--- src/verilog/pbo_pkg.sv ---
package pbo_pkg;

    // Width of the port and the pin index of each shared function.
    localparam int PIN_COUNT = 8;
    localparam int PIN_MISO  = 0;
    localparam int PIN_MOSI  = 1;
    localparam int PIN_EXT_IRQ1_LINE  = 2;
    localparam int PIN_AMP0N = 3;
    localparam int PIN_AMP0P = 4;
    localparam int PIN_EXT_IRQ2_LINE  = 5;
    localparam int PIN_PWM1B = 6;
    localparam int PIN_SCK   = 7;

    // Values after reset of the input sampling chain.
    localparam logic [7:0] SYNC_RST = 8'h00;
    localparam logic [7:0] READ_RST = 8'h00;

    // Number of flip-flops between a pad and the settled read value.
    localparam int SYNC_STAGES = 3;

    // All state of the top module: three sampling stages and the settled value.
    typedef struct packed {
        logic [7:0] sync1;
        logic [7:0] sync2;
        logic [7:0] sync3;
        logic [7:0] read;
    } pbo_state_type;

endpackage : pbo_pkg

--- src/verilog/pbo_pin_ctl.sv ---
module pbo_pin_ctl (
    // Port register bits of this pin.
    input  wire logic dir_bit_in,
    input  wire logic out_bit_in,
    input  wire logic global_pullup_disable_in,
    input  wire logic sleep_in,
    // Override pairs from the alternate functions.
    input  wire logic pullup_ovr_en_in,
    input  wire logic pullup_ovr_val_in,
    input  wire logic dir_ovr_en_in,
    input  wire logic dir_ovr_val_in,
    input  wire logic portval_ovr_en_in,
    input  wire logic portval_ovr_val_in,
    input  wire logic din_en_ovr_en_in,
    input  wire logic din_en_ovr_val_in,
    // Resolved pad controls.
    output logic      pullup_on_out,
    output logic      drv_en_out,
    output logic      drv_val_out,
    output logic      din_en_out
);

    // Pure gates, so a change of any control bit reaches the pad at once.
    always_comb
    begin
        if (pullup_ovr_en_in)
        begin
            pullup_on_out = pullup_ovr_val_in;
        end
        else
        begin
            pullup_on_out = ~dir_bit_in & out_bit_in & ~global_pullup_disable_in;
        end
        drv_en_out = dir_ovr_en_in ? dir_ovr_val_in : dir_bit_in;
        // The pad shows a low level when not driven, never an unknown one.
        if (drv_en_out)
        begin
            drv_val_out = portval_ovr_en_in ? portval_ovr_val_in : out_bit_in;
        end
        else
        begin
            drv_val_out = 1'b0;
        end
        din_en_out = din_en_ovr_en_in ? din_en_ovr_val_in : ~sleep_in;
    end

endmodule : pbo_pin_ctl

--- src/verilog/pbo_port_b_override.sv ---
// What this block does
// - SPI slave forces pin 1 to input.
// - SPI master: pin 1 follows its direction bit unless PWM 2B is on.
// - SPI master forces pin 0 to input.
// - SPI slave: pin 0 follows its direction bit unless PWM 2A is on.
// - Forced inputs keep pull-up from port bit.
// - Pin 7 direction from SPI slave and PWM 0B.
// - Pin 7 value from PWM 0B or SPI.
// - SPI clock input gated by pin-set and reset.
// - SPI pin 1 input gated by pin-set, reset.
// - SPI pin 0 input gated by pin-set, reset.
// - Pin 5 input enable from ADC6, interrupt 2.
// - Pin 2 input enable from ADC5, interrupt 1.
// - Pin 6 driven by PWM 1B when enabled.
// - Amplifier 0 disable kills pins 4, 3 input.
// - ADC disable bits kill pins 7,6 input, and pins 5,2 unless their interrupt is on.
// - Pin n feeds pin-change source n.
// - Pull-up follows override or 010 pattern.
// - Driver enable follows override or direction bit.
// - Driven value follows override or port bit.
// - Input enable follows override or sleep state.
module pbo_port_b_override (
    // Clock and resets.
    input  wire logic       clk_in,
    input  wire logic       rst_b_in,
    input  wire logic       internal_reset_in,
    input  wire logic       sleep_in,
    // Port register bits.
    input  wire logic [7:0] dir_bits_in,
    input  wire logic [7:0] out_bits_in,
    input  wire logic       global_pullup_disable_in,
    // SPI controls and the values the SPI drives out.
    input  wire logic       spi_on_in,
    input  wire logic       spi_master_sel_in,
    input  wire logic       spi_pin_set_sel_in,
    input  wire logic       spi_clk_drive_in,
    input  wire logic       spi_mosi_drive_in,
    input  wire logic       spi_miso_drive_in,
    // PWM output enables and levels.
    input  wire logic       pwm_out0b_en_in,
    input  wire logic       pwm_out0b_level_in,
    input  wire logic       pwm_out1b_en_in,
    input  wire logic       pwm_out1b_level_in,
    input  wire logic       pwm_out2a_en_in,
    input  wire logic       pwm_out2a_level_in,
    input  wire logic       pwm_out2b_en_in,
    input  wire logic       pwm_out2b_level_in,
    // External interrupt enables.
    input  wire logic       ext_irq1_en_in,
    input  wire logic       ext_irq2_en_in,
    // Analog digital-input disables.
    input  wire logic       adc_ch4_din_off_in,
    input  wire logic       adc_ch5_din_off_in,
    input  wire logic       adc_ch6_din_off_in,
    input  wire logic       adc_ch7_din_off_in,
    input  wire logic       amp0_din_off_in,
    // Pads.
    input  wire logic [7:0] pad_in,
    output logic      [7:0] pad_out,
    output logic      [7:0] pad_oe_out,
    output logic      [7:0] pad_pullup_out,
    // Digital inputs towards the core and the peripherals.
    output logic      [7:0] port_read_out,
    output logic      [7:0] pin_change_src_out,
    output logic            ext_irq1_line_out,
    output logic            ext_irq2_line_out,
    output logic            spi_clk_pin_input_out,
    output logic            spi_mosi_pin_input_out,
    output logic            spi_miso_pin_input_out
);

    // Registered state and its next value.
    // Only the input path holds state; the overrides are gates.
    pbo_pkg::pbo_state_type st_r;
    pbo_pkg::pbo_state_type st_nxt;

    // Override pairs, one bit per pin.
    // Bit n belongs to pin n; bits of pins without such a
    // function stay at zero.
    logic [7:0] pullup_ovr_en;
    logic [7:0] pullup_ovr_val;
    logic [7:0] dir_ovr_en;
    logic [7:0] dir_ovr_val;
    logic [7:0] portval_ovr_en;
    logic [7:0] portval_ovr_val;
    logic [7:0] din_en_ovr_en;
    logic [7:0] din_en_ovr_val;

    // Resolved pad controls from the per-pin cells.
    // These are final once every override is applied.
    logic [7:0] drv_en;
    logic [7:0] drv_val;
    logic [7:0] pullup_on;
    logic [7:0] din_en;

    // SPI mode terms on the default pin set.
    // Slave and master never hold together.
    logic       spi_slave;
    logic       spi_master;
    logic       spi_in_gate;

    // The SPI owns pins 7, 1 and 0 only while the default pin set is chosen.
    // On the other pin set these terms drop to zero and the pins
    // fall back to port or PWM control.
    assign spi_slave   = spi_on_in & ~spi_master_sel_in & ~spi_pin_set_sel_in;
    assign spi_master  = spi_on_in & spi_master_sel_in & ~spi_pin_set_sel_in;
    assign spi_in_gate = ~spi_pin_set_sel_in & ~internal_reset_in;

    // Override terms; all are gates on the live control bits.
    // Every bit starts at zero, so a pin without a function acts
    // as a plain port pin and no latch is inferred.
    always_comb
    begin
        pullup_ovr_en   = 8'h00;
        pullup_ovr_val  = 8'h00;
        dir_ovr_en      = 8'h00;
        dir_ovr_val     = 8'h00;
        portval_ovr_en  = 8'h00;
        portval_ovr_val = 8'h00;
        din_en_ovr_en   = 8'h00;
        din_en_ovr_val  = 8'h00;

        // Pin 7: SPI clock, PWM output 0B and ADC channel 4.
        // As a slave input its pull-up stays under the port bit
        // and the global disable, as on the data pins.
        pullup_ovr_en[pbo_pkg::PIN_SCK]  = spi_slave;
        pullup_ovr_val[pbo_pkg::PIN_SCK] = out_bits_in[pbo_pkg::PIN_SCK]
                                           & ~global_pullup_disable_in;

        // A live PWM output takes the pin in any SPI mode.
        dir_ovr_en[pbo_pkg::PIN_SCK]     = spi_slave | pwm_out0b_en_in;
        dir_ovr_val[pbo_pkg::PIN_SCK]    = pwm_out0b_en_in;

        portval_ovr_en[pbo_pkg::PIN_SCK] = spi_master | pwm_out0b_en_in;
        // The PWM level wins over the SPI clock, so a live PWM is never chopped.
        portval_ovr_val[pbo_pkg::PIN_SCK] = (pwm_out0b_level_in & pwm_out0b_en_in)
                                            | (spi_clk_drive_in & ~pwm_out0b_en_in
                                               & ~spi_pin_set_sel_in);

        // A cut analog input wins over sleep.
        din_en_ovr_en[pbo_pkg::PIN_SCK]  = adc_ch4_din_off_in;
        din_en_ovr_val[pbo_pkg::PIN_SCK] = 1'b0;

        // Pin 6: PWM output 1B and ADC channel 7.
        // No SPI function shares this pin, so the PWM needs no
        // priority term.
        dir_ovr_en[pbo_pkg::PIN_PWM1B]      = pwm_out1b_en_in;
        dir_ovr_val[pbo_pkg::PIN_PWM1B]     = 1'b1;
        portval_ovr_en[pbo_pkg::PIN_PWM1B]  = pwm_out1b_en_in;
        portval_ovr_val[pbo_pkg::PIN_PWM1B] = pwm_out1b_level_in;

        din_en_ovr_en[pbo_pkg::PIN_PWM1B]   = adc_ch7_din_off_in;
        din_en_ovr_val[pbo_pkg::PIN_PWM1B]  = 1'b0;

        // Pin 5: interrupt 2 keeps the input alive even in sleep.
        // An ADC disable alone cuts the input; an enabled interrupt
        // keeps it on, so a wake-up edge is still seen.
        din_en_ovr_en[pbo_pkg::PIN_EXT_IRQ2_LINE]  = adc_ch6_din_off_in | ext_irq2_en_in;
        din_en_ovr_val[pbo_pkg::PIN_EXT_IRQ2_LINE] = ext_irq2_en_in;

        // Pins 4 and 3: amplifier 0 inputs.
        // One disable bit serves both; software must switch the
        // pull-up off on an analog pin.
        din_en_ovr_en[pbo_pkg::PIN_AMP0P]  = amp0_din_off_in;
        din_en_ovr_val[pbo_pkg::PIN_AMP0P] = 1'b0;

        din_en_ovr_en[pbo_pkg::PIN_AMP0N]  = amp0_din_off_in;
        din_en_ovr_val[pbo_pkg::PIN_AMP0N] = 1'b0;

        // Pin 2: interrupt 1 keeps the input alive even in sleep.
        // Same trade as on pin 5.
        din_en_ovr_en[pbo_pkg::PIN_EXT_IRQ1_LINE]  = adc_ch5_din_off_in | ext_irq1_en_in;
        din_en_ovr_val[pbo_pkg::PIN_EXT_IRQ1_LINE] = ext_irq1_en_in;

        // Pin 1: SPI data, input as slave, output as master.
        pullup_ovr_en[pbo_pkg::PIN_MOSI]  = spi_slave;
        pullup_ovr_val[pbo_pkg::PIN_MOSI] = out_bits_in[pbo_pkg::PIN_MOSI]
                                            & ~global_pullup_disable_in;

        // Without an override the pin keeps its direction bit as master.
        dir_ovr_en[pbo_pkg::PIN_MOSI]     = spi_slave | pwm_out2b_en_in;
        // A slave never drives here, even with the PWM output switched on.
        dir_ovr_val[pbo_pkg::PIN_MOSI]    = pwm_out2b_en_in & ~spi_slave;

        // The PWM level wins over the master data, as on pin 7.
        portval_ovr_en[pbo_pkg::PIN_MOSI] = spi_master | pwm_out2b_en_in;
        portval_ovr_val[pbo_pkg::PIN_MOSI] = pwm_out2b_en_in ? pwm_out2b_level_in
                                                             : spi_mosi_drive_in;

        // Pin 0: SPI data, input as master, output as slave.
        pullup_ovr_en[pbo_pkg::PIN_MISO]  = spi_master;
        pullup_ovr_val[pbo_pkg::PIN_MISO] = out_bits_in[pbo_pkg::PIN_MISO]
                                            & ~global_pullup_disable_in;

        // As master the pin is an input even with the PWM on.
        dir_ovr_en[pbo_pkg::PIN_MISO]     = spi_master | pwm_out2a_en_in;
        dir_ovr_val[pbo_pkg::PIN_MISO]    = pwm_out2a_en_in & ~spi_master;

        // A slave drives its reply here unless the PWM owns the pin.
        portval_ovr_en[pbo_pkg::PIN_MISO] = spi_slave | pwm_out2a_en_in;
        portval_ovr_val[pbo_pkg::PIN_MISO] = pwm_out2a_en_in ? pwm_out2a_level_in
                                                             : spi_miso_drive_in;
    end

    // One resolving cell per pin; no flip-flop sits on this path.
    // The cells are identical, so a change to the resolving rules
    // is made once and holds for every pin.
    // A pin that gains a function only needs its override pair.
    genvar gi;
    generate
        for (gi = 0; gi < pbo_pkg::PIN_COUNT; gi++)
        begin : g_pin
            pbo_pin_ctl u_pin (
                .dir_bit_in               (dir_bits_in[gi]),
                .out_bit_in               (out_bits_in[gi]),
                .global_pullup_disable_in (global_pullup_disable_in),
                .sleep_in                 (sleep_in),
                .pullup_ovr_en_in         (pullup_ovr_en[gi]),
                .pullup_ovr_val_in        (pullup_ovr_val[gi]),
                .dir_ovr_en_in            (dir_ovr_en[gi]),
                .dir_ovr_val_in           (dir_ovr_val[gi]),
                .portval_ovr_en_in        (portval_ovr_en[gi]),
                .portval_ovr_val_in       (portval_ovr_val[gi]),
                .din_en_ovr_en_in         (din_en_ovr_en[gi]),
                .din_en_ovr_val_in        (din_en_ovr_val[gi]),
                .pullup_on_out            (pullup_on[gi]),
                .drv_en_out               (drv_en[gi]),
                .drv_val_out              (drv_val[gi]),
                .din_en_out               (din_en[gi])
            );
        end
    endgenerate

    // Pad controls leave the block without a register.
    // This adds no cycle at the pad, at the price of short
    // glitches while several control bits change together.
    assign pad_out        = drv_val;
    assign pad_oe_out     = drv_en;
    assign pad_pullup_out = pullup_on;

    // Sampling chain; an enabled input's settled value only moves when stages two and three agree.
    // Stage one may go metastable and is never compared; a pulse
    // shorter than one period never reaches the settled value.
    // The settled value is the only one the core sees.
    always_comb
    begin
        st_nxt       = st_r;
        // The three stages shift one place on every edge.
        st_nxt.sync1 = pad_in;
        st_nxt.sync2 = st_r.sync1;
        st_nxt.sync3 = st_r.sync2;

        // Each pin settles on its own.
        for (int i = 0; i < pbo_pkg::PIN_COUNT; i++)
        begin
            // A disabled input reads low, so a floating analog pad draws no current.
            if (!din_en[i])
            begin
                st_nxt.read[i] = 1'b0;
            end
            // An enabled input moves only when the last two stages
            // agree; otherwise it keeps its settled level.
            else if (st_r.sync2[i] == st_r.sync3[i])
            begin
                st_nxt.read[i] = st_r.sync3[i];
            end
        end
    end

    // State register.
    // The asynchronous reset clears the chain with no clock running.
    always_ff @(posedge clk_in or negedge rst_b_in)
    begin
        if (!rst_b_in)
        begin
            // Every stage and the read value clear together.
            st_r.sync1 <= pbo_pkg::SYNC_RST;
            st_r.sync2 <= pbo_pkg::SYNC_RST;
            st_r.sync3 <= pbo_pkg::SYNC_RST;
            st_r.read  <= pbo_pkg::READ_RST;
        end
        else
        begin
            // The whole state moves in one step.
            st_r <= st_nxt;
        end
    end

    // Digital inputs to the core and to the interrupt logic.
    // They see the filtered value, so a disabled input can never
    // raise an interrupt.
    assign port_read_out      = st_r.read;
    assign pin_change_src_out = st_r.read;
    assign ext_irq1_line_out  = st_r.read[pbo_pkg::PIN_EXT_IRQ1_LINE];
    assign ext_irq2_line_out  = st_r.read[pbo_pkg::PIN_EXT_IRQ2_LINE];

    // SPI inputs are held low on the other pin set and during internal reset.
    // This keeps a stray pad edge from clocking the SPI while it is
    // routed elsewhere or held in reset.
    assign spi_clk_pin_input_out  = st_r.read[pbo_pkg::PIN_SCK] & spi_in_gate;
    assign spi_mosi_pin_input_out = st_r.read[pbo_pkg::PIN_MOSI] & spi_in_gate;
    assign spi_miso_pin_input_out = st_r.read[pbo_pkg::PIN_MISO] & spi_in_gate;

endmodule : pbo_port_b_override

--- config.mk ---
export PLATFORM = sky130hd
export DESIGN_NAME = pbo_port_b_override
export DESIGN_NICKNAME = d
export VERILOG_FILES = /design/src/verilog/pbo_pkg.sv /design/src/verilog/pbo_pin_ctl.sv /design/src/verilog/pbo_port_b_override.sv
export SDC_FILE = /design/constraint.sdc
export NUM_CORES = 1
export LEC_CHECK = 0
export BUFFER_PORTS_ARGS = -buffer_cell sky130_fd_sc_hd__buf_2
export CORE_ASPECT_RATIO = 1.1
export CORE_UTILIZATION = 42
export CTS_BUF_LIST = sky130_fd_sc_hd__clkbuf_8 sky130_fd_sc_hd__clkbuf_16
export CTS_CLUSTER_DIAMETER = 200
export DETAILED_ROUTE_END_ITERATION = 8
export GPL_TIMING_DRIVEN = 0
export PLACE_DENSITY = 0.87
export SLEW_MARGIN = 10
export SYNTH_ARGS = -nofsm -noshare
export SYNTH_HDL_FRONTEND = slang
export SYNTH_SLANG_ARGS = --single-unit
--- constraint.sdc ---
create_clock -name clk_in -period 2.3 [get_ports clk_in]
set_input_delay 0.46 -clock clk_in [delete_from_list [all_inputs] [get_ports clk_in]]
set_output_delay 0.46 -clock clk_in [all_outputs]
set_load 0.01 [all_outputs]
# After elaboration in Yosys (flattened, before gate mapping)
# Index checks and enable logic that the tools add are counted.
dict set report classes {
  eq_ne 14
  mux 42
  bitwise 57
  n_reduce_logical 2
}
# op count
set op_table {}
lappend op_table {{2-to-1 mux 1 bit} 42}
lappend op_table {{AND 1 bit} 32}
lappend op_table {{NOT 1 bit} 16}
lappend op_table {{inequality test 2 bit (second input constant)} 6}
lappend op_table {{bitwise OR 1 bit} 9}
lappend op_table {{== test 1 bit} 8}
lappend op_table {{nonzero test 2 bit} 2}
dict set report word_totals {
  reg_bits 32
  out_inout_bits 45
}

# Logic depth before layout (Yosys ltp)
# Gate-level depths: netlist of the first run.
dict set report depth {
  ltp_word 7
  depth_mapped 4
}

# Modules after synthesis
# From an unflattened synthesis of the first run, not the netlist that was laid out.
dict set report unflattened {
  hier_cells 163
  area_unflattened_um2 1714.1
}
# module instances cells_each area_each_um2 seq_area_each_um2
set modules_own_cells {}
lappend modules_own_cells {pbo_port_b_override 1 99 1223.7 800.8}
lappend modules_own_cells {pbo_pin_ctl 8 8 61.3 0.0}

# Least setup slack after synthesis of the first run
# OpenSTA, ideal clock, no wires.
dict set report synth_timing {
  path_type {input-to-output}
  from {input port spi_pin_set_sel_in}
  to {output port pad_out[0]}
  arrival_time_ns 1.483
  slack_ns 0.357
  cell_stages 4
  path_cell_list {or3b_4 mux2_4 o211a_1 buf_4}
}
dict set report synth_between {
  elab_chain_len 6
  word_cells_on_any_way 10
  classes_between {mux (3); bitwise (7)}
}
# element line
set synth_lines {}
lappend synth_lines {{start: declaration} pbo_port_b_override.sv:35} ;# input wire logic spi_pin_set_sel_in,
lappend synth_lines {{NOT 1 bit (*)} {pbo_port_b_override.sv:105, pbo_port_b_override.sv:106}}
lappend synth_lines {{AND 1 bit} pbo_port_b_override.sv:106} ;# assign spi_master = spi_on_in & spi_master_sel_in & ~spi_pin_set_sel_in;
lappend synth_lines {{NOT 1 bit} pbo_port_b_override.sv:197} ;# dir_ovr_val[pbo_pkg::PIN_MISO] = pwm_out2a_en_in & ~spi_master;
lappend synth_lines {{AND 1 bit} pbo_port_b_override.sv:197}
lappend synth_lines {{2-to-1 mux 1 bit} pbo_pin_ctl.sv:34} ;# drv_en_out = dir_ovr_en_in ? dir_ovr_val_in : dir_bit_in;
lappend synth_lines {{2-to-1 mux 1 bit (*)} pbo_pin_ctl.sv:36} ;# if (drv_en_out)
lappend synth_lines {{end: declaration} pbo_port_b_override.sv:59} ;# output logic [7:0] pad_out,
# Every way passes the cells marked *; elsewhere a longest branch is shown, timed or not.

# Worst setup path in the final report of the first run
# Ends and elaborated chain as after synthesis.

==> results of run 1 <==
Yosys cell counts:
cell                        n  area share
sky130_fd_sc_hd__mux2_2     2       0.015
sky130_fd_sc_hd__nor2_1     5       0.012
sky130_fd_sc_hd__and2_1     7       0.029
sky130_fd_sc_hd__o21a_1     2      0.0099
sky130_fd_sc_hd__mux2_4     1      0.0099
sky130_fd_sc_hd__or3b_4     1      0.0074
sky130_fd_sc_hd__o21ai_0    9       0.030
sky130_fd_sc_hd__nor3b_1    5       0.025
sky130_fd_sc_hd__nand2_1   13       0.032
sky130_fd_sc_hd__o22ai_1    1      0.0041
sky130_fd_sc_hd__dfrtp_1   32        0.53
sky130_fd_sc_hd__o211a_1    2       0.013
sky130_fd_sc_hd__nand2b_1   5       0.021
sky130_fd_sc_hd__buf_4     40        0.20
sky130_fd_sc_hd__and3b_1    1      0.0058
sky130_fd_sc_hd__or2_2      1      0.0041
sky130_fd_sc_hd__a211oi_1   4       0.020
sky130_fd_sc_hd__clkbuf_1   1      0.0025
sky130_fd_sc_hd__and2b_2    1      0.0058
sky130_fd_sc_hd__nand3b_1   1      0.0050
sky130_fd_sc_hd__a21oi_1    6       0.020
cell families after synthesis:
family / after synthesis / synth area share
multiplexers: 3 / 0.0248
flip-flops: 32 / 0.530
buffers and inverters: 41 / 0.201
AND/OR/NAND/NOR: 40 / 0.147
AO/OA/AOI/OAI: 24 / 0.0969
layer usage:
| layer | global-route usage | share of wire | routed length (um) |
|---|---|---|---|
| met5 | 0 | 0 | 0 |
| met4 | 0.0625 | 0.013 | 38 |
| met3 | 0.0679 | 0.092 | 269 |
| met2 | 0.296 | 0.54 | 1570 |
| met1 | 0.136 | 0.36 | 1040 |
stage by stage:
step,hold slack (ps),std cells,total power [W]
floorplan,164,140,0.000735
global placement,331,281,0.000836
detailed placement,336,281,0.000843
CTS,227,289,0.00127
global route,249,289,0.00132
finish,209,289,0.00125
worst min-delay path by stage:
stage / to / slack, ps
CTS: pin_change_src_out[2] / 230
global placement: st_nxt[8] / 330
floorplan: pin_change_src_out[0] / 160
global route: st_r[13] / 250
finish: st_r[13] / 210
detailed placement: st_nxt[14] / 340
layout make-up:
| type | instances | area share |
|---|---|---|
| plain buffers | 41 | 0.143 |
| repair buffers | 93 | 0.219 |
| well taps | 48 | 0.0282 |
| clock buffers | 6 | 0.0388 |
| clock inverters | 2 | 0.00470 |
| multi-input cells | 67 | 0.191 |
| flip-flops and latches | 32 | 0.376 |
sequential cells by signal, summed over array words and instances (netlist names):
register,count
st_nxt,16
pin_change_src_out,8
st_r,8
critical path, delay by kind of cell:
family	cells	cell delay (ps)
AND/OR/NAND/NOR	1	420
AO/OA/AOI/OAI	1	200
buffers and inverters	3	360
multiplexers	1	300
power by group through the flow:
stage,clock network (W),registers (W),logic [W]
2_1_floorplan,0,0.000616,0.000119
3_3_place_gp,0,0.000617,0.000219
3_5_place_dp,0,0.000620,0.000224
4_1_cts,0.000434,0.000609,0.000224
5_1_grt,0.000464,0.000612,0.000242
6_report,0.000423,0.000609,0.000221
==> impl_metrics.sql, run 1 <==
INSERT INTO impl_metrics (metric_group, metric, value, unit) VALUES
('drt', 'via_per_inst', '4.33', ''),
('drt', 'firstDrtPassIters', '3', ''),
('die', 'floorplan.initialDensity', '0.446', ''),
('timing', 'final.setup.tns', '0', 'ps'),
('power', 'power.combinational.fraction', '0.176', ''),
('critical_path', 'critical_path.reg2reg.startpoint', 'pin_change_src_out[3]', ''),
('final_layout', 'finish.utilization', '0.629', ''),
('synthesis', 'yosysWarnings', '0', ''),
('clock_network', 'cts_tree', 'done', ''),
('clock_network', 'clock_latency', '280', 'ps'),
('power', 'worst_ir_drop_vdd', '0.470', 'mV'),
('die', 'dieArea', '3840', 'sq um'),
('drt', 'detailroute.via_count', '1250', ''),
('critical_path', 'r2r_cells', '2', ''),
('critical_path', 'worstSetupStartpoint', 'spi_pin_set_sel_in', ''),
('status', 'outcome', 'completed', ''),
('flow_run', 'maxCapViolCount', '0', ''),
('drt', 'drt.antenna.violating_nets', '0', ''),
('clock_network', 'hold_buffers', '0', ''),
('drt', 'wl', '2.92', 'mm'),
('clock_network', 'cts-resized-gates', '0', ''),
('synthesis', 'mappedNetlistArea', '1510', 'sq um'),
('timing', 'final_period_minus_worst_setup_slack', '2210', 'ps'),
('synthesis', 'flop_and_latch_count_out_of_synthesis', '32', ''),
('global_routing', 'grt_antenna_before_repair', '0', ''),
('critical_path', 'timing_worst_setup_path_type', 'primary input to primary output', ''),
('critical_path', 'setup.worst_path.start_class', 'primary input', ''),
('clock_network', 'cts.repair_timing.setup_buffer_count', '0', ''),
('timing', 'share_of_the_cycle_needed_by_the_critical_path_after_routing', '0.960', ''),
('critical_path', 'critPathMaxStageDelay', '420', 'ps'),
('clock_network', 'cts_max_level', '2', ''),
('timing', 'finalWorstSetupSlack', '92.7', 'ps'),
('timing', 'setup_viol', '0', ''),
('place', 'placement.cell_area', '2040', 'sq um'),
('drt', 'drt-initial-drc-count', '20', ''),
('critical_path', 'crit_arrival', '1750', 'ps'),
('critical_path', 'worstPathCellList', 'buf_2 > or3b_4 > mux2_4 > o211a_1 > buf_4 > buf_2', ''),
('clock_network', 'clkSlewWorstSetupHoldPaths', '60', 'ps'),
('critical_path', 'worst_setup_ep', 'pad_out[0]', ''),
('place', 'io_buffer_count', '93', ''),
('power', 'netSwitchingFraction', '0.236', ''),
('clock_network', 'clock-root-buffer', 'sky130_fd_sc_hd__clkbuf_8', ''),
('clock_network', 'cts-buffers-inserted', '5', ''),
('place', 'routabilityCongestion', '0.683', ''),
('place', 'placement.setup.worst_slack', '88.8', 'ps'),
('final_layout', 'design_area', '2130', 'sq um'),
('timing', 'hold_viol', '0', ''),
('die', 'die_height', '64.9', 'um'),
('power', 'power.switching', '0.000295', 'W'),
('die', 'top_level_ports', '95', ''),
('final_layout', 'num_antenna_cells', '0', ''),
('global_routing', 'grt_first_pass_wirelength', '4.28', 'mm'),
('power', 'sequentialPowerShare', '0.486', ''),
('final_layout', 'final_net_count', '290', ''),
('final_layout', 'area.growth.synth_to_final', '40.9', '%'),
('power', 'cellInternalPower', '0.000958', 'W'),
('critical_path', 'crit_fanout', '4', ''),
('critical_path', 'regToRegEndpoint', 'pin_change_src_out[3]', ''),
('drt', 'post_drt_wl_per_cell', '10.1', 'um'),
('critical_path', 'r2r_setup_slack', '1460', 'ps'),
('critical_path', 'critical_path.endpoint_type', 'primary output', ''),
('final_layout', 'final_cell_mix', 'sky130_fd_sc_hd__buf_2, sky130_fd_sc_hd__buf_4, sky130_fd_sc_hd__dfrtp_1, sky130_fd_sc_hd__nand2_1, sky130_fd_sc_hd__o21ai_0', ''),
('global_routing', 'grt_max_degree', '33', ''),
('timing', 'grt_setup_unrepaired', 'false', ''),
('final_layout', 'ff_latch_area', '801', 'sq um'),
('die', 'rows', '22', ''),
('critical_path', 'worst_path_max_delay_cell', 'sky130_fd_sc_hd__or3b_4', ''),
('timing', 'timing.fmax', '453', 'MHz'),
('clock_network', 'cts-root-to-sink-buffers', '2', ''),
('power', 'leakage', '1.20', 'nW'),
('synthesis', 'synth_sequential_area_ratio', '0.530', '');
Power figures use the tool's default switching activity.
==> run 2: changes to the inputs <==
--- a/config.mk
+++ b/config.mk
@@ -5,11 +5,12 @@
 export SDC_FILE = /design/constraint.sdc
 export NUM_CORES = 1
 export LEC_CHECK = 0
-export BUFFER_PORTS_ARGS = -buffer_cell sky130_fd_sc_hd__buf_2
+export BUFFER_PORTS_ARGS = -buffer_cell sky130_fd_sc_hd__clkbuf_2
 export CORE_ASPECT_RATIO = 1.1
 export CORE_UTILIZATION = 42
 export CTS_BUF_LIST = sky130_fd_sc_hd__clkbuf_8 sky130_fd_sc_hd__clkbuf_16
 export CTS_CLUSTER_DIAMETER = 200
+export CTS_CLUSTER_SIZE = 12
 export DETAILED_ROUTE_END_ITERATION = 8
 export GPL_TIMING_DRIVEN = 0
 export PLACE_DENSITY = 0.87
==> constraint.sdc (replaced) <==
create_clock -name clk_in -period 2.1 [get_ports clk_in]
set_input_delay 0.42 -clock clk_in [delete_from_list [all_inputs] [get_ports clk_in]]
set_output_delay 0.42 -clock clk_in [all_outputs]
set_load 0.01 [all_outputs]
==> run 2 against run 1 <==
Worst hold slack got worse by 18 ps. Sequential cell count unchanged. Clock-buffer cell count decreased by 1. Die area unchanged. Register-to-register slack got worse by 180 ps. Sequential power increased by 9.4%. Combinational power increased by 9.5%. Final cell count decreased by 0.35%. Clock skew decreased by 3.6 ps. Power increased by 16%. Clock power increased by 30%. Sequential share of layout area decreased by 0.29 points. Critical path type unchanged. Critical endpoint unchanged. Highest routed layer unchanged.
==> impl_metrics.sql, run 2 (same netlist as run 1, synthesis figures left out) <==
INSERT INTO impl_metrics (metric_group, metric, value, unit) VALUES
('status', 'outcome', 'completed', ''),
('die', 'chipWidth', '59.2', 'um'),
('clock_network', 'clock_sink_count', '32', ''),
('place', 'routabilityCongestion', '0.681', ''),
('final_layout', 'finish.cell_count_without_fillers', '288', ''),
('die', 'top_level_ports', '95', ''),
('global_routing', 'grt_first_pass_wirelength', '4.28', 'mm'),
('timing', 'slew_viol_final', '0', ''),
('power', 'power.density_cell_area', '680', 'nW/um^2'),
('final_layout', 'final_cell_mix', 'sky130_fd_sc_hd__clkbuf_2, sky130_fd_sc_hd__buf_4, sky130_fd_sc_hd__dfrtp_1, sky130_fd_sc_hd__nand2_1, sky130_fd_sc_hd__o21ai_0', ''),
('timing', 'timing.max_slew.rel_slack', '0.517', ''),
('timing', 'timing.fmax', '491', 'MHz'),
('drt', 'detailroute.via_count', '1235', ''),
('hold_path', 'hp-class', 'primary input to asynchronous set/reset pin', ''),
('timing', 'grt_setup_unrepaired', 'false', ''),
('drt', 'drc', '0', ''),
('critical_path', 'cp.required', '1680', 'ps'),
('drt', 'post_drt_wl_per_cell', '9.89', 'um'),
('drt', 'drt-initial-drc-count', '20', ''),
('place', 'placement.cell_area', '2040', 'sq um'),
('global_routing', 'grt-ovfl-total', '0', ''),
('die', 'rows', '22', ''),
('timing', 'setup_viol', '0', ''),
('clock_network', 'clkSlewWorstSetupHoldPaths', '60', 'ps'),
('drt', 'via_per_inst', '4.29', ''),
('clock_network', 'cts-buffers-inserted', '5', ''),
('die', 'die_height', '64.9', 'um'),
('die', 'floorplan.initialDensity', '0.446', ''),
('die', 'core-area', '3390', 'sq um'),
('clock_network', 'cts-root-to-sink-buffers', '2', ''),
('final_layout', 'design_area', '2150', 'sq um'),
('final_layout', 'final_net_count', '289', ''),
('power', 'worst_ir_drop_vdd', '0.715', 'mV'),
('timing', 'hold_viol', '0', ''),
('critical_path', 'setup.worst_path.start_class', 'primary input', ''),
('global_routing', 'gr-usage-all-layers', '0.158', ''),
('drt', 'firstDrtPassIters', '4', ''),
('final_layout', 'area.growth.synth_to_final', '42.0', '%'),
('critical_path', 'critical_path.endpoint_type', 'primary output', ''),
('power', 'fin_total_pwr', '0.00146', 'W'),
('timing', 'share_of_the_cycle_needed_by_the_critical_path_after_routing', '0.970', ''),
('critical_path', 'timing_worst_setup_path_type', 'primary input to primary output', ''),
('place', 'io_buffer_count', '93', ''),
('die', 'dieArea', '3840', 'sq um'),
('clock_network', 'clock_latency', '280', 'ps'),
('final_layout', 'finish.utilization', '0.634', ''),
('global_routing', 'first_global_vias', '1056', ''),
('final_layout', 'fillers', '301', ''),
('final_layout', 'largest_register_ff_count', '16', ''),
('critical_path', 'crit_fanout', '4', ''),
('flow_run', 'maxCapViolCount', '0', ''),
('place', 'place.detailed.hpwl', '2.40', 'mm'),
('final_layout', 'final_layout_size_suffix_gt1_frac', '0.604', ''),
('timing', 'final_period_minus_worst_setup_slack', '2040', 'ps'),
('timing', 'worst-slew-pin-transition', '725', 'ps'),
('final_layout', 'num_antenna_cells', '0', ''),
('drt', 'wl', '2.85', 'mm'),
('drt', 'drt.antenna.violating_nets', '0', ''),
('critical_path', 'r2r_cells', '2', ''),
('clock_network', 'clock-root-buffer', 'sky130_fd_sc_hd__clkbuf_8', ''),
('final_layout', 'mostFrequentLayoutCell', 'sky130_fd_sc_hd__clkbuf_2', ''),
('clock_network', 'cts_max_level', '2', ''),
('timing', 'whs', '192', 'ps'),
('clock_network', 'cts.repair_timing.setup_buffer_count', '0', ''),
('global_routing', 'grt_max_degree', '33', ''),
('place', 'dp_cells', '281', ''),
('critical_path', 'crit_arrival', '1620', 'ps'),
('timing', 'worst_clock_skew', '3.66', 'ps'),
('global_routing', 'grt_antenna_before_repair', '0', ''),
('final_layout', 'multi_input_area', '407', 'sq um'),
('power', 'leakage', '1.20', 'nW'),
('clock_network', 'hold_buffers', '0', ''),
('final_layout', 'ff_latch_area', '801', 'sq um'),
('clock_network', 'cts_tree', 'done', '');
## run 2: power by group
group / switching, W / internal (W) / leakage (nW)
sequential: 0.0000179 / 0.000648 / 0.387
clock: 0.000203 / 0.000346 / 0.0593
combinational: 0.000102 / 0.000140 / 0.755
## run 2: final cells by class
cell class / instances / area share
plain buffers: 40 / 0.138
clock inverters: 3 / 0.0181
clock buffers: 5 / 0.0321
repair buffers: 93 / 0.221
multi-input cells: 67 / 0.190
flip-flops and latches: 32 / 0.373
well taps: 48 / 0.0280
## run 2: path summary, 6_finish.rpt
check / from / to / slack [ps]
max: spi_pin_set_sel_in / pad_out[0] / 60
min: rst_b_in / st_r[9] / 190
max reg2reg: pin_change_src_out[7] / pin_change_src_out[7] / 1280
min reg2reg: st_nxt[16] / st_nxt[8] / 340
max in group asynchronous: rst_b_in / st_nxt[20] / 1450
min in group clk_in: pad_in[0] / st_nxt[16] / 250
## run 2: metrics by stage
| stage | setup TNS, ps | worst slack [ps] |
|---|---|---|
| 2_1_floorplan | 0 | 237 |
| 3_3_place_gp | -9.35 | -9.35 |
| 3_5_place_dp | -9.65 | -9.65 |
| 4_1_cts | 0 | 6.97 |
| 5_1_grt | 0 | 26.8 |
| 6_report | 0 | 63.4 |
## run 2: worst max-delay path, stage by stage
cell	delay, ps
sky130_fd_sc_hd__buf_4	120
sky130_fd_sc_hd__or3b_4	420
sky130_fd_sc_hd__mux2_4	300
sky130_fd_sc_hd__o211a_1	230
sky130_fd_sc_hd__buf_6	120
## run 2: layer usage
layer  up-vias  GRT usage  wire length [um]
met5         -          0                 0
li1        625          -                 -
met3         6     0.0599               282
met1       541      0.131               975
met4         0     0.0893                60
met2        63      0.302              1530
## run 2: what timing repair did
action	4_1_cts	5_1_grt
setup endpoints to repair	1	1
pin swaps	1	2
resized for setup	0	4
==> run 3: changes to the inputs <==
--- a/config.mk
+++ b/config.mk
@@ -6,7 +6,6 @@
 export NUM_CORES = 1
 export LEC_CHECK = 0
 export BUFFER_PORTS_ARGS = -buffer_cell sky130_fd_sc_hd__clkbuf_2
-export CORE_ASPECT_RATIO = 1.1
 export CORE_UTILIZATION = 42
 export CTS_BUF_LIST = sky130_fd_sc_hd__clkbuf_8 sky130_fd_sc_hd__clkbuf_16
 export CTS_CLUSTER_DIAMETER = 200
==> run 3 against run 2 <==
Clock-buffer cell count rose by 2. Highest routed layer unchanged. Register-to-register slack improved by 30 ps. Largest cell class unchanged. Clock power down 13%. Global-route usage is 2.1 points lower. Die area hardly changed. Clock skew up 0.56 ps. Power fell by 4.7%.
==> impl_metrics.sql, run 3 (same netlist as run 1, synthesis figures left out) <==
INSERT INTO impl_metrics (metric_group, metric, value, unit) VALUES
('critical_path', 'worstPathCellList', 'buf_4 > or3b_4 > mux2_4 > o211a_1 > buf_6', ''),
('power', 'power.density_cell_area', '649', 'nW/um^2'),
('clock_network', 'clock-root-buffer', 'sky130_fd_sc_hd__clkbuf_8', ''),
('timing', 'setup_viol', '0', ''),
('critical_path', 'path_buf_inv', '2', ''),
('critical_path', 'worstSetupStartpoint', 'spi_pin_set_sel_in', ''),
('timing', 'grt_setup_unrepaired', 'false', ''),
('clock_network', 'cts-buffers-inserted', '5', ''),
('die', 'chipWidth', '62.0', 'um'),
('drt', 'via_per_inst', '4.36', ''),
('global_routing', 'grt_max_degree', '33', ''),
('power', 'leakage', '1.20', 'nW'),
('status', 'outcome', 'completed', ''),
('drt', 'firstDrtPassIters', '4', ''),
('timing', 'hold_viol', '0', ''),
('clock_network', 'cts_tree', 'done', ''),
('global_routing', 'grt-ovfl-total', '0', ''),
('critical_path', 'timing_worst_setup_path_type', 'primary input to primary output', ''),
('die', 'floorplan.initialDensity', '0.446', ''),
('final_layout', 'final_layout_size_suffix_gt1_frac', '0.608', ''),
('critical_path', 'setup.worst_path.start_class', 'primary input', ''),
('die', 'dieArea', '3840', 'sq um'),
('timing', 'worst_clock_skew', '4.23', 'ps'),
('timing', 'final.setup.tns', '0', 'ps'),
('power', 'worst_ir_drop_vdd', '0.612', 'mV'),
('final_layout', 'num_antenna_cells', '0', ''),
('timing', 'whs', '201', 'ps'),
('die', 'rows', '21', ''),
('clock_network', 'clock_latency', '270', 'ps'),
('final_layout', 'final_net_count', '290', ''),
('place', 'routabilityCongestion', '0.630', ''),
('final_layout', 'area.growth.synth_to_final', '41.6', '%'),
('place', 'place.detailed.hpwl', '2.38', 'mm'),
('timing', 'slew_viol_final', '0', ''),
('hold_path', 'hp-class', 'primary input to asynchronous set/reset pin', ''),
('timing', 'final_period_minus_worst_setup_slack', '2020', 'ps'),
('critical_path', 'crit_arrival', '1600', 'ps'),
('place', 'io_buffer_count', '93', ''),
('timing', 'timing.fmax', '495', 'MHz'),
('critical_path', 'crit_fanout', '4', ''),
('final_layout', 'final_cell_mix', 'sky130_fd_sc_hd__clkbuf_2, sky130_fd_sc_hd__buf_4, sky130_fd_sc_hd__dfrtp_1, sky130_fd_sc_hd__nand2_1, sky130_fd_sc_hd__o21ai_0', ''),
('drt', 'post_drt_wl_per_cell', '9.71', 'um'),
('final_layout', 'mostFrequentLayoutCell', 'sky130_fd_sc_hd__clkbuf_2', ''),
('drt', 'drt.antenna.violating_nets', '0', ''),
('critical_path', 'critPathTopFamily', 'simple AND/OR/NAND/NOR gates', ''),
('timing', 'worst-slew-pin-transition', '736', 'ps'),
('drt', 'drc', '0', ''),
('global_routing', 'first_global_vias', '990', ''),
('timing', 'timing.max_slew.rel_slack', '0.510', ''),
('clock_network', 'hold_buffers', '0', ''),
('drt', 'detailroute.via_count', '1248', ''),
('critical_path', 'critPathMaxStageDelay', '400', 'ps'),
('clock_network', 'cts_max_level', '2', ''),
('critical_path', 'critical_path.endpoint_type', 'primary output', ''),
('die', 'die_height', '62.0', 'um'),
('critical_path', 'worst_path_max_delay_cell', 'sky130_fd_sc_hd__or3b_4', ''),
('power', 'fin_total_pwr', '0.00139', 'W'),
('drt', 'wl', '2.78', 'mm'),
('critical_path', 'critical_path.reg2reg.startpoint', 'pin_change_src_out[7]', ''),
('final_layout', 'largest_register_ff_count', '16', ''),
('drt', 'drt-initial-drc-count', '36', ''),
('critical_path', 'cp.required', '1680', 'ps'),
('global_routing', 'gr-usage-all-layers', '0.137', ''),
('final_layout', 'fillers', '284', ''),
('timing', 'share_of_the_cycle_needed_by_the_critical_path_after_routing', '0.961', ''),
('flow_run', 'maxCapViolCount', '0', ''),
('clock_network', 'cts-root-to-sink-buffers', '2', ''),
('die', 'top_level_ports', '95', ''),
('die', 'core-area', '3390', 'sq um'),
('global_routing', 'grt_first_pass_wirelength', '3.77', 'mm'),
('global_routing', 'grt_antenna_before_repair', '0', ''),
('clock_network', 'clkSlewWorstSetupHoldPaths', '60', 'ps'),
('clock_network', 'clock_sink_count', '32', '');
run 3: cell types whose count changed in the layout (fill, tap and decap cells not counted), sizes merged:
cell / before / now
clkbuf: 97 / 99
buf: 41 / 42
bufinv: 1 / 0
clkinv: 1 / 0
inv: 1 / 0
run 3: through the flow:
| step | area, sq um | instances | setup slack, ps | utilization |
|---|---|---|---|---|
| 2_1_floorplan | 1510 | 140 | 237 | - |
| 3_3_place_gp | 2030 | 279 | -11.0 | 0.600 |
| 3_5_place_dp | 2030 | 279 | -22.5 | 0.600 |
| 4_1_cts | 2140 | 287 | 12.0 | 0.631 |
| 5_1_grt | 2140 | 286 | 47.9 | 0.631 |
| 6_report | 2140 | 286 | 81.0 | 0.631 |
run 3: report_power, final:
group | switching (W) | leakage [nW] | internal, W
registers | 0.0000177 | 0.387 | 0.000649
clock network | 0.000187 | 0.0503 | 0.000291
logic | 0.000104 | 0.759 | 0.000141
total | 0.000309 | 1.20 | 0.00108
run 3: metal layers:
layer / GRT usage / wire [um] / vias to the layer above
li1: - / - / 625
met1: 0.130 / 983 / 555
met2: 0.269 / 1450 / 63
met3: 0.0352 / 313 / 5
met4: 0.0667 / 34 / 0
met5: 0 / 0 / -
run 3: path summary, 6_finish.rpt:
path / slack, ps / depth (start not counted) / to
setup reg to reg: 1310 / 2 / pin_change_src_out[7]
hold / removal: 200 / 1 / st_nxt[13]
setup / recovery: 80 / 5 / pad_out[0]
hold reg to reg: 340 / 0 / st_nxt[13]
min in group clk_in: 260 / 1 / st_nxt[17]
max in group asynchronous: 1430 / 1 / st_nxt[12]
run 3: final cells by class:
type                       instances  area [sq um]  share of cell area
tap                               46          57.6              0.0269
buffer                            40           297               0.139
sequential                        32           801               0.374
multi-input combinational         67           407               0.190
timing repair buffer              94           482               0.225
clock buffer                       7          96.3              0.0450
run 3: repair_timing:
| item | in CTS | in global routing |
|---|---|---|
| gates resized for setup | 0 | 4 |
| pin swaps | 1 | 2 |
| setup buffers | 1 | 0 |
| endpoints found under the setup margin | 1 | 1 |
